===== src/common/pwmcps_pkg.sv =====
// shared constants, field layout and types of the timer clock prescale block
// assumes one 20 MHz clock and an apb master with 32-bit data
// What this block does
// - reset clears whole configuration register to zero
// - bit 7 enables the pll
// - pll enable write ignored while timer runs
// - bits 6:5 pick pll clock 8/16/32/64 mhz
// - divide select deferred to overflow; reads written
// - bit 4 picks timer clock source
// - timer clock 1/8 mhz or pll frequency
// - timer select set needs pll; frozen while running
// - bit 3 picks instruction clock source
// - pll disabled forces instruction select to zero
// - instruction select changes freely once pll on
// - bits 2:0 divide timer clock by value+1
// - prescale deferred to overflow; reads written
// - run mode: pwm started or capture mode
// - pwm counter overflows to zero after reload
package pwmcps_pkg;

    // ************************************************************
    // register map
    // ************************************************************
    localparam logic [7:0] PWMCPS_ADDR_CFG  = 8'ha4; // config word
    localparam logic [7:0] PWMCPS_CFG_RESET = 8'h00; // reset value
    localparam int PWMCPS_BIT_PLL_EN = 7;            // pll enable
    localparam int PWMCPS_BIT_DIV_HI = 6;            // divide select msb
    localparam int PWMCPS_BIT_DIV_LO = 5;            // divide select lsb
    localparam int PWMCPS_BIT_TSEL   = 4;            // timer clock select
    localparam int PWMCPS_BIT_ISEL   = 3;            // instr clock select
    localparam int PWMCPS_BIT_PS_HI  = 2;            // prescale msb
    localparam int PWMCPS_BIT_PS_LO  = 0;            // prescale lsb

    // ************************************************************
    // clock figures and counter limits
    // ************************************************************
    localparam logic [6:0]  PWMCPS_PLL_BASE_MHZ  = 7'h08; // divide code 0
    localparam logic [3:0]  PWMCPS_ICLK_SLOW_MHZ = 4'h1;  // osc over two
    localparam logic [3:0]  PWMCPS_ICLK_FAST_MHZ = 4'h8;  // pll slowest
    localparam logic [11:0] PWMCPS_CAPTURE_LIMIT = 12'hfff; // capture wrap
    localparam logic [2:0]  PWMCPS_PS_ZERO       = 3'h0;  // prescale start

    // configuration word, laid out as the register bits
    typedef struct packed {
        logic       pll_enable;               // pll on
        logic [1:0] pll_divide_select;        // pll output divide
        logic       timer_clock_select;       // 1 = pll output
        logic       instruction_clock_select; // 1 = pll slowest output
        logic [2:0] timer_prescale_select;    // divide minus one
    } pwmcps_cfg_s;

    // timer clock frequency in mhz for a configuration
    function automatic logic [6:0] pwmcps_tclk_mhz(input pwmcps_cfg_s c);
        logic [6:0] f;
        f = {3'h0, PWMCPS_ICLK_SLOW_MHZ};
        if (c.timer_clock_select) begin
            f = PWMCPS_PLL_BASE_MHZ << c.pll_divide_select;
        end else if (c.instruction_clock_select) begin
            f = {3'h0, PWMCPS_ICLK_FAST_MHZ};
        end
        return f;
    endfunction : pwmcps_tclk_mhz

endpackage : pwmcps_pkg


===== src/rtl/pwmcps_top.sv =====
// timer clock prescale configuration: apb register, shadows, prescaler
// assumes apb master in the i_clk domain and an external timer counter
//
// The APB slave port was left to the implementer.
module pwmcps_top (
    input  wire logic                I_CLK,              // 20 mhz clock
    input  wire logic                I_SRST,             // sync reset
    input  wire logic                I_CE,               // clock enable
    input  wire logic                I_PSEL,             // apb select
    input  wire logic                I_PENABLE,          // apb enable
    input  wire logic                I_PWRITE,           // apb write
    input  wire logic [7:0]          I_PADDR,            // apb address
    input  wire logic [31:0]         I_PWDATA,           // apb wdata
    input  wire logic [3:0]          I_PSTRB,            // apb strobes
    output logic [31:0]              O_PRDATA,           // apb rdata
    output logic                     O_PREADY,           // apb ready
    output logic                     O_PSLVERR,          // apb error
    input  wire logic                I_PWM_STARTED,      // pwm running
    input  wire logic                I_CAPTURE_MODE,     // capture mode
    input  wire logic                I_TIMER_CLOCK_TICK, // timer clock
    input  wire logic [11:0]         I_TIMER_COUNT,      // counter value
    input  wire logic [11:0]         I_RELOAD_VALUE,     // reload value
    output pwmcps_pkg::pwmcps_cfg_s  O_ACTIVE_CFG,       // applied config
    output logic                     O_PLL_ENABLE,       // pll on
    output logic [6:0]               O_TIMER_CLOCK_MHZ,  // timer clock
    output logic [3:0]               O_INSTR_CLOCK_MHZ,  // instr clock
    output logic                     O_COUNT_ENABLE,     // increment
    output logic                     O_RUN_MODE,         // run mode
    output logic                     O_OVERFLOW          // wrapped
);
    import pwmcps_pkg::*;

    // ************************************************************
    // declarations
    // ************************************************************
    pwmcps_cfg_s written_reg;   // value software last wrote
    logic [1:0]  div_act_reg;   // applied pll divide select
    logic [2:0]  ps_act_reg;    // applied prescale select
    logic [31:0] rdata_reg;     // read data captured in setup
    logic        rvalid_reg;    // rdata_reg belongs to this transfer
    logic        hit;           // address decodes to the register
    logic        access;        // apb access phase completing
    logic        wr_en;         // accepted write to lane 0
    pwmcps_cfg_s wdata;         // write data as config fields
    pwmcps_cfg_s written_next;  // next value of written_reg
    logic        run;           // timer run mode
    logic        entry;         // run mode just entered
    logic        overflow;      // counter overflow pulse
    logic        count_en;      // prescaler output
    logic        pll_next;      // pll enable after this write

    assign hit    = (I_PADDR == PWMCPS_ADDR_CFG);
    assign access = I_PSEL && I_PENABLE && rvalid_reg && I_CE;
    assign wr_en  = access && I_PWRITE && hit && I_PSTRB[0];
    assign wdata  = pwmcps_cfg_s'(I_PWDATA[7:0]);

    // ************************************************************
    // apb handshake
    // ************************************************************
    // zero wait states: data is caught in setup, ready rises in access
    assign O_PREADY  = access;
    assign O_PSLVERR = access && !hit; // unmapped address answers error

    // read data register; refreshed every selected cycle before the access completes, so a frozen
    // setup cycle can never hand back stale data
    always_ff @(posedge I_CLK) begin
        if (I_SRST) begin
            rdata_reg  <= 32'h0;
            rvalid_reg <= 1'b0;
        end else if (I_CE) begin
            rvalid_reg <= I_PSEL && !access;
            if (I_PSEL && !access) begin
                // reads show the written value, not the applied one
                rdata_reg <= hit ? {24'h0, written_reg} : 32'h0;
            end
        end
    end

    assign O_PRDATA = rdata_reg;

    // ************************************************************
    // write filtering
    // ************************************************************
    // pll enable and timer select have write guards and keep their value when refused; no pll forces instruction select to zero
    always_comb begin
        written_next = written_reg;
        pll_next     = written_reg.pll_enable;
        if (wr_en) begin
            if (!run) begin
                pll_next = wdata.pll_enable;
            end
            written_next.pll_enable        = pll_next;
            written_next.pll_divide_select = wdata.pll_divide_select;
            written_next.timer_prescale_select =
                wdata.timer_prescale_select;
            // timer source frozen in run, and needs the pll to set
            if (!run && (pll_next || !wdata.timer_clock_select)) begin
                written_next.timer_clock_select =
                    wdata.timer_clock_select;
            end
            // instruction source may switch on the fly
            written_next.instruction_clock_select =
                wdata.instruction_clock_select;
        end
        // no pll means no fast instruction clock, whatever was written
        if (!written_next.pll_enable) begin
            written_next.instruction_clock_select = 1'b0;
        end
    end

    // ************************************************************
    // written configuration register
    // ************************************************************
    always_ff @(posedge I_CLK) begin
        if (I_SRST) begin
            written_reg <= pwmcps_cfg_s'(PWMCPS_CFG_RESET);
        end else if (I_CE) begin
            written_reg <= written_next;
        end
    end

    // ************************************************************
    // shadow of the deferred fields
    // ************************************************************
    // loading from the written value costs one cycle of lag when idle,
    // but keeps the applied divide constant for a whole pwm cycle
    always_ff @(posedge I_CLK) begin
        if (I_SRST) begin
            div_act_reg <= 2'h0;
            ps_act_reg  <= 3'h0;
        end else if (I_CE) begin
            if (overflow || !run) begin
                div_act_reg <= written_reg.pll_divide_select;
                ps_act_reg  <= written_reg.timer_prescale_select;
            end
        end
    end

    // ************************************************************
    // applied configuration and derived frequencies
    // ************************************************************
    always_comb begin
        O_ACTIVE_CFG                       = written_reg;
        O_ACTIVE_CFG.pll_divide_select     = div_act_reg;
        O_ACTIVE_CFG.timer_prescale_select = ps_act_reg;
    end

    assign O_PLL_ENABLE      = written_reg.pll_enable;
    assign O_TIMER_CLOCK_MHZ = pwmcps_tclk_mhz(O_ACTIVE_CFG);
    assign O_INSTR_CLOCK_MHZ = written_reg.instruction_clock_select
                               ? PWMCPS_ICLK_FAST_MHZ
                               : PWMCPS_ICLK_SLOW_MHZ;
    assign O_COUNT_ENABLE    = count_en;
    assign O_RUN_MODE        = run;
    assign O_OVERFLOW        = overflow;

    // ************************************************************
    // submodules
    // ************************************************************
    // run detection sees the enable it caused, so overflow trails the
    // wrapping increment by one cycle
    pwmcps_run_detect u_run (
        .i_clk       (I_CLK),
        .i_srst      (I_SRST),
        .i_ce        (I_CE),
        .i_pwm_start (I_PWM_STARTED),
        .i_capture   (I_CAPTURE_MODE),
        .i_count_en  (count_en),
        .i_count     (I_TIMER_COUNT),
        .i_reload    (I_RELOAD_VALUE),
        .o_run       (run),
        .o_entry     (entry),
        .o_overflow  (overflow)
    );

    pwmcps_prescaler u_ps (
        .i_clk      (I_CLK),
        .i_srst     (I_SRST),
        .i_ce       (I_CE),
        .i_run      (run),
        .i_restart  (entry),
        .i_tick     (I_TIMER_CLOCK_TICK),
        .i_ps       (ps_act_reg),
        .o_ce_pulse (count_en)
    );

    // ************************************************************
    // assertions
    // ************************************************************
    property p_reset_clears;
        @(posedge I_CLK)
        I_SRST |=> (written_reg == pwmcps_cfg_s'(PWMCPS_CFG_RESET)
                    && div_act_reg == 2'h0 && ps_act_reg == 3'h0);
    endproperty
    a_reset_clears: assert property (p_reset_clears)
        else $error("configuration not cleared by reset");

    property p_pll_write;
        @(posedge I_CLK) disable iff (I_SRST)
        (wr_en && !run) |=> (O_PLL_ENABLE == $past(I_PWDATA[7]));
    endproperty
    a_pll_write: assert property (p_pll_write)
        else $error("pll enable write not taken");

    property p_pll_frozen;
        @(posedge I_CLK) disable iff (I_SRST)
        (wr_en && run) |=> $stable(O_PLL_ENABLE);
    endproperty
    a_pll_frozen: assert property (p_pll_frozen)
        else $error("pll enable changed during run mode");

    property p_div_deferred;
        @(posedge I_CLK) disable iff (I_SRST)
        (I_CE && run && !overflow) |=> $stable(div_act_reg);
    endproperty
    a_div_deferred: assert property (p_div_deferred)
        else $error("divide select applied before overflow");

    property p_tsel_needs_pll;
        @(posedge I_CLK) disable iff (I_SRST)
        (wr_en && !written_reg.timer_clock_select
            && !written_next.pll_enable)
            |=> !written_reg.timer_clock_select;
    endproperty
    a_tsel_needs_pll: assert property (p_tsel_needs_pll)
        else $error("timer select set without pll");

    property p_tsel_frozen;
        @(posedge I_CLK) disable iff (I_SRST)
        (wr_en && run) |=> $stable(written_reg.timer_clock_select);
    endproperty
    a_tsel_frozen: assert property (p_tsel_frozen)
        else $error("timer select changed during run mode");

    property p_isel_forced;
        @(posedge I_CLK) disable iff (I_SRST)
        !written_reg.pll_enable |-> !written_reg.instruction_clock_select
                                    && O_INSTR_CLOCK_MHZ == 4'h1;
    endproperty
    a_isel_forced: assert property (p_isel_forced)
        else $error("instruction select set without pll");

    property p_isel_on_fly;
        @(posedge I_CLK) disable iff (I_SRST)
        (wr_en && written_reg.pll_enable && run)
            |=> (written_reg.instruction_clock_select
                 == $past(I_PWDATA[3]));
    endproperty
    a_isel_on_fly: assert property (p_isel_on_fly)
        else $error("instruction select write refused");

    property p_tclk_freq;
        @(posedge I_CLK) disable iff (I_SRST)
        O_ACTIVE_CFG.timer_clock_select |->
            O_TIMER_CLOCK_MHZ == (div_act_reg == 2'h0 ? 7'h08
                                  : div_act_reg == 2'h1 ? 7'h10
                                  : div_act_reg == 2'h2 ? 7'h20 : 7'h40);
    endproperty
    a_tclk_freq: assert property (p_tclk_freq)
        else $error("timer clock frequency wrong");

    property p_read_written;
        @(posedge I_CLK) disable iff (I_SRST)
        (access && !I_PWRITE && hit && !wr_en)
            |-> O_PRDATA[7:0] == written_reg;
    endproperty
    a_read_written: assert property (p_read_written)
        else $error("read does not return written value");

    property p_shadow_idle;
        @(posedge I_CLK) disable iff (I_SRST)
        (I_CE && !run) |=> (ps_act_reg
                            == $past(written_reg.timer_prescale_select));
    endproperty
    a_shadow_idle: assert property (p_shadow_idle)
        else $error("shadow not loaded while idle");

    property p_ps_deferred;
        @(posedge I_CLK) disable iff (I_SRST)
        (I_CE && run && !overflow) |=> $stable(ps_act_reg);
    endproperty
    a_ps_deferred: assert property (p_ps_deferred)
        else $error("prescale select applied before overflow");

    // both shadows take what software held in the wrapping cycle
    property p_shadow_overflow;
        @(posedge I_CLK) disable iff (I_SRST)
        (I_CE && overflow) |=>
            (div_act_reg == $past(written_reg.pll_divide_select)
             && ps_act_reg == $past(written_reg.timer_prescale_select));
    endproperty
    a_shadow_overflow: assert property (p_shadow_overflow)
        else $error("shadow not loaded at overflow");

    property p_iclk_fast;
        @(posedge I_CLK) disable iff (I_SRST)
        written_reg.instruction_clock_select |-> O_INSTR_CLOCK_MHZ == 4'h8;
    endproperty
    a_iclk_fast: assert property (p_iclk_fast)
        else $error("instruction clock not on pll output");

    // slow timer source is the instruction clock itself
    property p_tclk_slow;
        @(posedge I_CLK) disable iff (I_SRST)
        !O_ACTIVE_CFG.timer_clock_select
            |-> O_TIMER_CLOCK_MHZ == {3'h0, O_INSTR_CLOCK_MHZ};
    endproperty
    a_tclk_slow: assert property (p_tclk_slow)
        else $error("slow timer clock does not follow instruction clock");

    // a divide above one leaves a quiet cycle after every pulse
    property p_single_pulse;
        @(posedge I_CLK) disable iff (I_SRST)
        (I_CE && count_en && ps_act_reg != 3'h0) |=> !count_en;
    endproperty
    a_single_pulse: assert property (p_single_pulse)
        else $error("count enable longer than one cycle");

    c_overflow: cover property (@(posedge I_CLK) disable iff (I_SRST)
        overflow ##1 run);
    c_write_in_run: cover property (@(posedge I_CLK) disable iff (I_SRST)
        wr_en && run);
    c_div8: cover property (@(posedge I_CLK) disable iff (I_SRST)
        count_en && ps_act_reg == 3'h7);
    c_capture_run: cover property (@(posedge I_CLK) disable iff (I_SRST)
        I_CAPTURE_MODE && run);
    c_tsel_refused: cover property (@(posedge I_CLK) disable iff (I_SRST)
        wr_en && !pll_next && wdata.timer_clock_select);

endmodule : pwmcps_top


===== src/rtl/pwmcps_prescaler.sv =====
// divide-by-n prescaler turning timer clock ticks into count enables
// assumes ticks are one-cycle pulses synchronous to i_clk
module pwmcps_prescaler (
    input  wire logic       i_clk,     // system clock
    input  wire logic       i_srst,    // sync reset, high
    input  wire logic       i_ce,      // clock enable
    input  wire logic       i_run,     // timer in run mode
    input  wire logic       i_restart, // mode entered
    input  wire logic       i_tick,    // timer clock tick
    input  wire logic [2:0] i_ps,      // active prescale code
    output logic            o_ce_pulse // counter increment
);
    import pwmcps_pkg::*;

    logic [2:0] cnt_reg; // ticks seen in this period

    // ************************************************************
    // tick counter
    // ************************************************************
    // restart wins over a tick so the first period is always whole
    always_ff @(posedge i_clk) begin
        if (i_srst) begin
            cnt_reg <= 3'h0;
        end else if (i_ce) begin
            if (i_restart || !i_run) begin
                cnt_reg <= PWMCPS_PS_ZERO;
            end else if (i_tick) begin
                cnt_reg <= (cnt_reg >= i_ps) ? PWMCPS_PS_ZERO
                                             : cnt_reg + 3'h1;
            end
        end
    end

    // pulse on the last tick of a period
    always_ff @(posedge i_clk) begin
        if (i_srst) begin
            o_ce_pulse <= 1'b0;
        end else if (i_ce) begin
            o_ce_pulse <= i_run && !i_restart && i_tick
                          && (cnt_reg >= i_ps);
        end
    end

    property p_pulse_at_end;
        @(posedge i_clk) disable iff (i_srst)
        (i_ce && i_run && !i_restart && i_tick && cnt_reg == i_ps)
            |=> o_ce_pulse;
    endproperty
    a_pulse_at_end: assert property (p_pulse_at_end)
        else $error("count enable missing at end of period");

    property p_restart_zero;
        @(posedge i_clk) disable iff (i_srst)
        (i_ce && i_restart) |=> (cnt_reg == 3'h0 && !o_ce_pulse);
    endproperty
    a_restart_zero: assert property (p_restart_zero)
        else $error("prescaler not restarted");

endmodule : pwmcps_prescaler


===== src/rtl/pwmcps_run_detect.sv =====
// run mode and counter overflow detection for the timer
// assumes the external counter steps on each count enable pulse
module pwmcps_run_detect (
    input  wire logic        i_clk,       // system clock
    input  wire logic        i_srst,      // sync reset, high
    input  wire logic        i_ce,        // clock enable
    input  wire logic        i_pwm_start, // pwm counter started
    input  wire logic        i_capture,   // capture mode selected
    input  wire logic        i_count_en,  // counter increments
    input  wire logic [11:0] i_count,     // counter value
    input  wire logic [11:0] i_reload,    // reload period value
    output logic             o_run,       // run mode
    output logic             o_entry,     // run mode just entered
    output logic             o_overflow   // counter wrapped
);
    import pwmcps_pkg::*;

    logic        run_prev_reg; // run mode last cycle
    logic [11:0] limit;        // wrap point for this mode

    assign o_run = i_pwm_start || i_capture;
    assign limit = i_capture ? PWMCPS_CAPTURE_LIMIT : i_reload;

    // ************************************************************
    // entry and overflow pulses
    // ************************************************************
    always_ff @(posedge i_clk) begin
        if (i_srst) begin
            run_prev_reg <= 1'b0;
            o_entry      <= 1'b0;
            o_overflow   <= 1'b0;
        end else if (i_ce) begin
            run_prev_reg <= o_run;
            o_entry      <= o_run && !run_prev_reg;
            o_overflow   <= o_run && i_count_en && (i_count == limit);
        end
    end

    property p_overflow_at_reload;
        @(posedge i_clk) disable iff (i_srst)
        (i_ce && i_pwm_start && !i_capture && i_count_en
            && i_count == i_reload) |=> o_overflow;
    endproperty
    a_overflow_at_reload: assert property (p_overflow_at_reload)
        else $error("overflow not flagged at reload value");

endmodule : pwmcps_run_detect


===== config.mk =====
export PLATFORM = sky130hd
export DESIGN_NAME = pwmcps_top
export DESIGN_NICKNAME = d
export VERILOG_FILES = /design/src/common/pwmcps_pkg.sv /design/src/rtl/pwmcps_top.sv /design/src/rtl/pwmcps_prescaler.sv /design/src/rtl/pwmcps_run_detect.sv
export SDC_FILE = /design/constraint.sdc
export NUM_CORES = 1
export LEC_CHECK = 0
export ABC_AREA = 0
export BUFFER_PORTS_ARGS = -buffer_cell sky130_fd_sc_hd__buf_4
export CAP_MARGIN = 20
export CORE_AREA = 3 3 72 74
export CTS_BUF_LIST = sky130_fd_sc_hd__clkbuf_16
export DETAILED_ROUTE_END_ITERATION = 6
export DIE_AREA = 0 0 75 77
export MAX_ROUTING_LAYER = met4
export PLACE_DENSITY = 0.78
export SLEW_MARGIN = 40
export SYNTH_ARGS = -nofsm -noshare
export SYNTH_HDL_FRONTEND = slang
export SYNTH_SLANG_ARGS = --single-unit

===== constraint.sdc =====
create_clock -name I_CLK -period 4.05 [get_ports I_CLK]
set_clock_uncertainty 0.15 [all_clocks]
set_input_delay 0.405 -clock I_CLK [delete_from_list [all_inputs] [get_ports I_CLK]]
set_output_delay 0.405 -clock I_CLK [all_outputs]
set_load 0.02 [all_outputs]

# == Yosys cells after proc, flatten, opt, wreduce, memory -nomap -nowiden ==
# Cells that the tools add are included.
# totals
out_inout_bits,57
input_bits,77
regBits,53
elab_cells,65
# op_classes
eq_ne,3
mux,13
n_lt_le_gt_ge,1
reduce_logical,32
n_addsub,1
n_shift,1
# ops
operator,n
8-bit 2-to-1 mux,2
1-bit logical AND,15
12-bit == test,1
12-bit 2-to-1 mux,1
2-bit AND reduction,5
3-bit 2-to-1 mux,3
8-bit == test (second input constant),1
4-bit 2-to-1 mux,2
7-bit 2-to-1 mux,1
4-bit by 2-bit << shifter with 7-bit output (first input constant),1
1-bit zero test,6
1-bit logical OR,4
1-bit 2-to-1 mux,4
3-bit by 1-bit adder with 3-bit output (second input constant),1
3-bit greater-or-equal comparator,1
3-bit AND reduction,1
2-bit != test (second input constant),1
2-bit nonzero test,1

# == Depth between registers and ports, before layout ==
# logic_depth
ltp_word,13
depth_mapped,7
ltp_nobuf,7

# == Hierarchy ==
# From an unflattened synthesis, not the netlist that was laid out.
# unflattened
hier_cells,222
hier_area_um2,1846.8
# by_module_without_submodules
module,area_each_um2,cells_per_inst,n_inst,seq_area_each_um2
pwmcps_top,1161.1,131,1,440.4
pwmcps_run_detect,416.6,60,1,60.1
pwmcps_prescaler,269.0,31,1,80.1

# == Least setup slack after synthesis ==
# No wires, ideal clock.
# synth_timing
path_type,register to register
start,register ps_act_reg[0]
end,register u_ps.cnt_reg[2]
path_stages_with_launch,7
required_time_ns,3.826
setup_ns,0.074
synth_period_minus_slack_ns,1.687
setup_slack_ns,2.363
arrival_ns,1.462
path_buffers,0
cell_sequence,dfxtp_1 -> ha_1 -> nand2b_1 -> a21o_1 -> a21oi_1 -> o211ai_1 -> a31oi_1
# synth_via
elab_chain_cells,4
# synth_lines
element,line,source
"start, declared",pwmcps_top.sv:38,logic [2:0] ps_act_reg;
"start signal, assigned",pwmcps_top.sv:134,ps_act_reg <= written_reg.timer_prescale_select;
3-bit greater-or-equal comparator,pwmcps_prescaler.sv:28,cnt_reg <= (cnt_reg >= i_ps) ? PWMCPS_PS_ZERO
3-bit 2-to-1 mux,pwmcps_prescaler.sv:28,
3-bit 2-to-1 mux,pwmcps_prescaler.sv:27,end else if (i_tick) begin
3-bit 2-to-1 mux,pwmcps_prescaler.sv:25,if (i_restart || !i_run) begin
"end signal, assigned",pwmcps_prescaler.sv:28,
"end, declared",pwmcps_prescaler.sv:15,logic [2:0] cnt_reg;
# Every way passes these cells. The select of a mux whose other input is x is not followed.
# A chain may end at the register's enable or synchronous reset.

# == Final worst setup path ==
# layout_timing
start,input port I_PADDR[1]
end,output port O_PSLVERR
# layout_via
elab_chain_cells,3
# layout_lines
element,line,source
"start, declared",pwmcps_top.sv:12,"input wire logic [7:0] I_PADDR,"
8-bit == test,pwmcps_top.sv:52,assign hit = (I_PADDR == PWMCPS_ADDR_CFG);
1-bit zero test,pwmcps_top.sv:62,assign O_PSLVERR = access && !hit;
1-bit logical AND,pwmcps_top.sv:62,
"end, declared",pwmcps_top.sv:17,"output logic O_PSLVERR,"
# Every way passes these cells.

==> flow_summary_export.csv <==
group,metric,value,unit
status,run_status,"finished clean",
global_route,grt_pass1_vias,1519,
floorplan,die_w,75,microns
power,p_per_area,351,nW/um^2
power,switching_share,21.7,%
placed_design,place.port_buffers,78,
timing,worstMarginPinSlew,627,ps
timing,holdWs,216,ps
setup_path,arrival,1300,ps
final_layout,antenna_cells,0,
power,clkPwrFrac,54.0,%
floorplan,start_util,39.2,%
floorplan,io_pins,134,
cts,clock_path_buffers,2,
setup_path,critPathMaxFanout,2,
power,max-vdd-ir-drop,192,uV
cts,clk_pin_slew,50,ps
drt,firstDrtPassIters,4,
cts,post_cts.repair.setup_buffers,0,
setup_path,regToRegStartpoint,"rvalid_reg$_SDFFE_PP0P_",
flow_run,cap_violations,0,
setup_path,r2r_setup_slack,2260,ps
floorplan,die-area,5780,sq um
synthesis,async_flop_share,0,%
synthesis,synthTopCellsByArea,"dfxtp_1, buf_4, mux2i_1",
placed_design,preCtsSetupSlack,2000,ps
final_layout,multi_input_area,1060,sq um
synthesis,netlist_instances,215,
power,pwr-share-seq,33.0,%
drt,drt-total-wl,4.37,mm
final_layout,fin_cells,344,
final_layout,sequential_cell_area,581,sq um
final_layout,layout_commonest_cell,"buf_4",
synthesis,yosys.area.top_type,"dfxtp_1",
power,p_comb_share,12.9,%
cts,htreeDepth,2,
synthesis,synth.avg_cell_area,8.51,sq um
timing,hold_viol,0,
global_route,antenna_found_initial,0,
synthesis,synthDominantCellAreaShare,31.7,%
synthesis,synth-main-ff-cell,"dfxtp_1",
cts,holdBufCountCts,0,
setup_path,crit_chain,"buf_4, nor4b_4, nand2_1, and2_1, buf_4",
setup_path,worstPathRequired,3490,ps
final_layout,fillCellCount,456,
drt,ant_nets,0,
synthesis,synth_seq_cells,29,
hold_path,hold_path_class,"primary input to flip-flop",
final_layout,syn_to_final_growth,36.9,%
setup_path,startpoint,"I_PADDR[1]",
placed_design,routabilityCongestion,0.790,
synthesis,synth_cell_type_count,42,
global_route,grt_max_degree,31,
setup_path,critPathKind,"primary input to output port",
cts,cts_tree,"yes",
global_route,grt-ovfl-total,0,
timing,tns,0,ps
setup_path,crit_path_frequent_cell,"buf_4",
timing,rsz0062_at_grt,"no",
cts,numCtsBuffers,5,
placed_design,placed_cells,336,
timing,fin_crit_sh,45.9,%
setup_path,endpoint,"O_PSLVERR",
power,p_int,687,uW
timing,fmax,538,MHz
setup_path,rr_worst_depth,5,
placed_design,dp_hpwl,3.43,mm
setup_path,critPathLaunchType,"primary input",
cts,ctsResizeCount,0,
setup_path,cpMaxStageDelayCell,"nor4b_4",
final_layout,fin_nets,370,
floorplan,num_rows,25,
setup_path,slowest_delay,350,ps
cts,clockRootBuffer,"clkbuf_16",
synthesis,ys_warn_count,0,
drt,remaining_drc_errors,0,
synthesis,synth_edf_count,0,
timing,finalSetupViolCount,0,
synthesis,synth_area,1830,sq um
global_route,grt_pass1_wl,6.80,mm
floorplan,die_h,77,microns
power,p_sw,191,uW
timing,relSlewSlack,58.0,%
timing,slew_viol_final,0,
floorplan,core,4660,sq um
final_layout,drive_gt1_share,32.4,%
final_layout,final_util,53.7,%
setup_path,r2r-end,"O_PRDATA[1]$_SDFFE_PP0P_",
final_layout,mostFrequentLayoutCells,"buf_4, nor2_1, dfxtp_1",
timing,fin_ws,2190,ps
drt,vias_per_cell,4.85,
setup_path,cp-end-kind,"output port",
cts,cts.sinks,29,
timing,period_needed,1860,ps
drt,wl_per_cell,12.7,microns
power,leakage,1.21,nW
cts,clock_latency,270,ps
global_route,track_usage,15.3,%
drt,dr.first_iter.drc_count,54,
final_layout,largest_reg_flops,8,
synthesis,ys_seq_area_share,31.7,%
drt,via_count,1670,
cell families after synthesis:
kind of cell / count (synthesis) / share of synthesized area [%]
AND/OR/NAND/NOR: 79 / 23.7
buffers and inverters: 43 / 15.8
AO/OA/AOI/OAI: 40 / 15.9
flip-flops: 29 / 31.7
multiplexers: 13 / 7.11
XOR/XNOR: 6 / 2.87
adder cells (fa/ha/maj): 4 / 2.74
other: 1 / 0.205
worst min-delay path by stage:
stage | start | cells after the start | endpoint
finish | I_PWDATA[2] | 3 | written_reg[2]$_SDFFE_PP0P_
global route | I_PWDATA[7] | 3 | O_PLL_ENABLE$_SDFFE_PP0P_
CTS | I_PWDATA[5] | 3 | written_reg[5]$_SDFFE_PP0P_
detailed placement | rvalid_reg$_SDFFE_PP0P_ | 2 | rvalid_reg$_SDFFE_PP0P_
global placement | rvalid_reg$_SDFFE_PP0P_ | 2 | rvalid_reg$_SDFFE_PP0P_
floorplan | rvalid_reg$_SDFFE_PP0P_ | 2 | rvalid_reg$_SDFFE_PP0P_
synth_stat cells, types with 2 or more instances:
cell type	count
a21o_1	7
a21oi_1	5
a22oi_1	9
a31oi_1	9
and2_1	2
and3_1	3
buf_4	32
clkbuf_1	5
dfxtp_1	29
ha_1	4
inv_1	5
mux2i_1	13
nand2_1	7
nand2b_1	4
nand3_1	6
nor2_1	34
nor2b_1	2
nor3_1	7
nor3b_1	2
nor4_1	4
xor2_1	5
final cells by class:
cell class	count	area share, %
inverters	5	0.750
repair buffers	78	23.4
clock inverters	3	2.60
multi-input cells	170	42.4
well taps	54	2.70
flip-flops and latches	29	23.2
clock buffers	5	5.00
power by group through the flow:
stage / Sequential [mW] / Combinational (mW) / Clock, mW
after floorplan: 0.296 / 0.0809 / 0
after global placement: 0.296 / 0.111 / 0
after detailed placement: 0.296 / 0.113 / 0
after CTS: 0.290 / 0.114 / 0.480
after global routing: 0.290 / 0.124 / 0.495
final: 0.290 / 0.114 / 0.475
worst max-delay path: cells and delay by family:
family / cells / cell delay, ps
buffers and inverters: 2 / 270
AND/OR/NAND/NOR: 3 / 630
per-layer routing:
layer	vias to the layer above	track usage, %	share of wire (%)	routed length, microns
li1	854	-	-	-
met1	751	17.4	40	1770
met2	60	26.0	51	2220
met3	5	3.54	7.5	329
met4	0	4.80	1.1	49
met5	-	-	0	0
through the flow:
step                instance area [sq um]  total power, mW
finish                               2500            0.878
global route                         2500            0.910
CTS                                  2500            0.884
detailed placement                   2310            0.409
global placement                     2310            0.406
floorplan                            1930            0.377
Power figures use the tool's default switching activity.
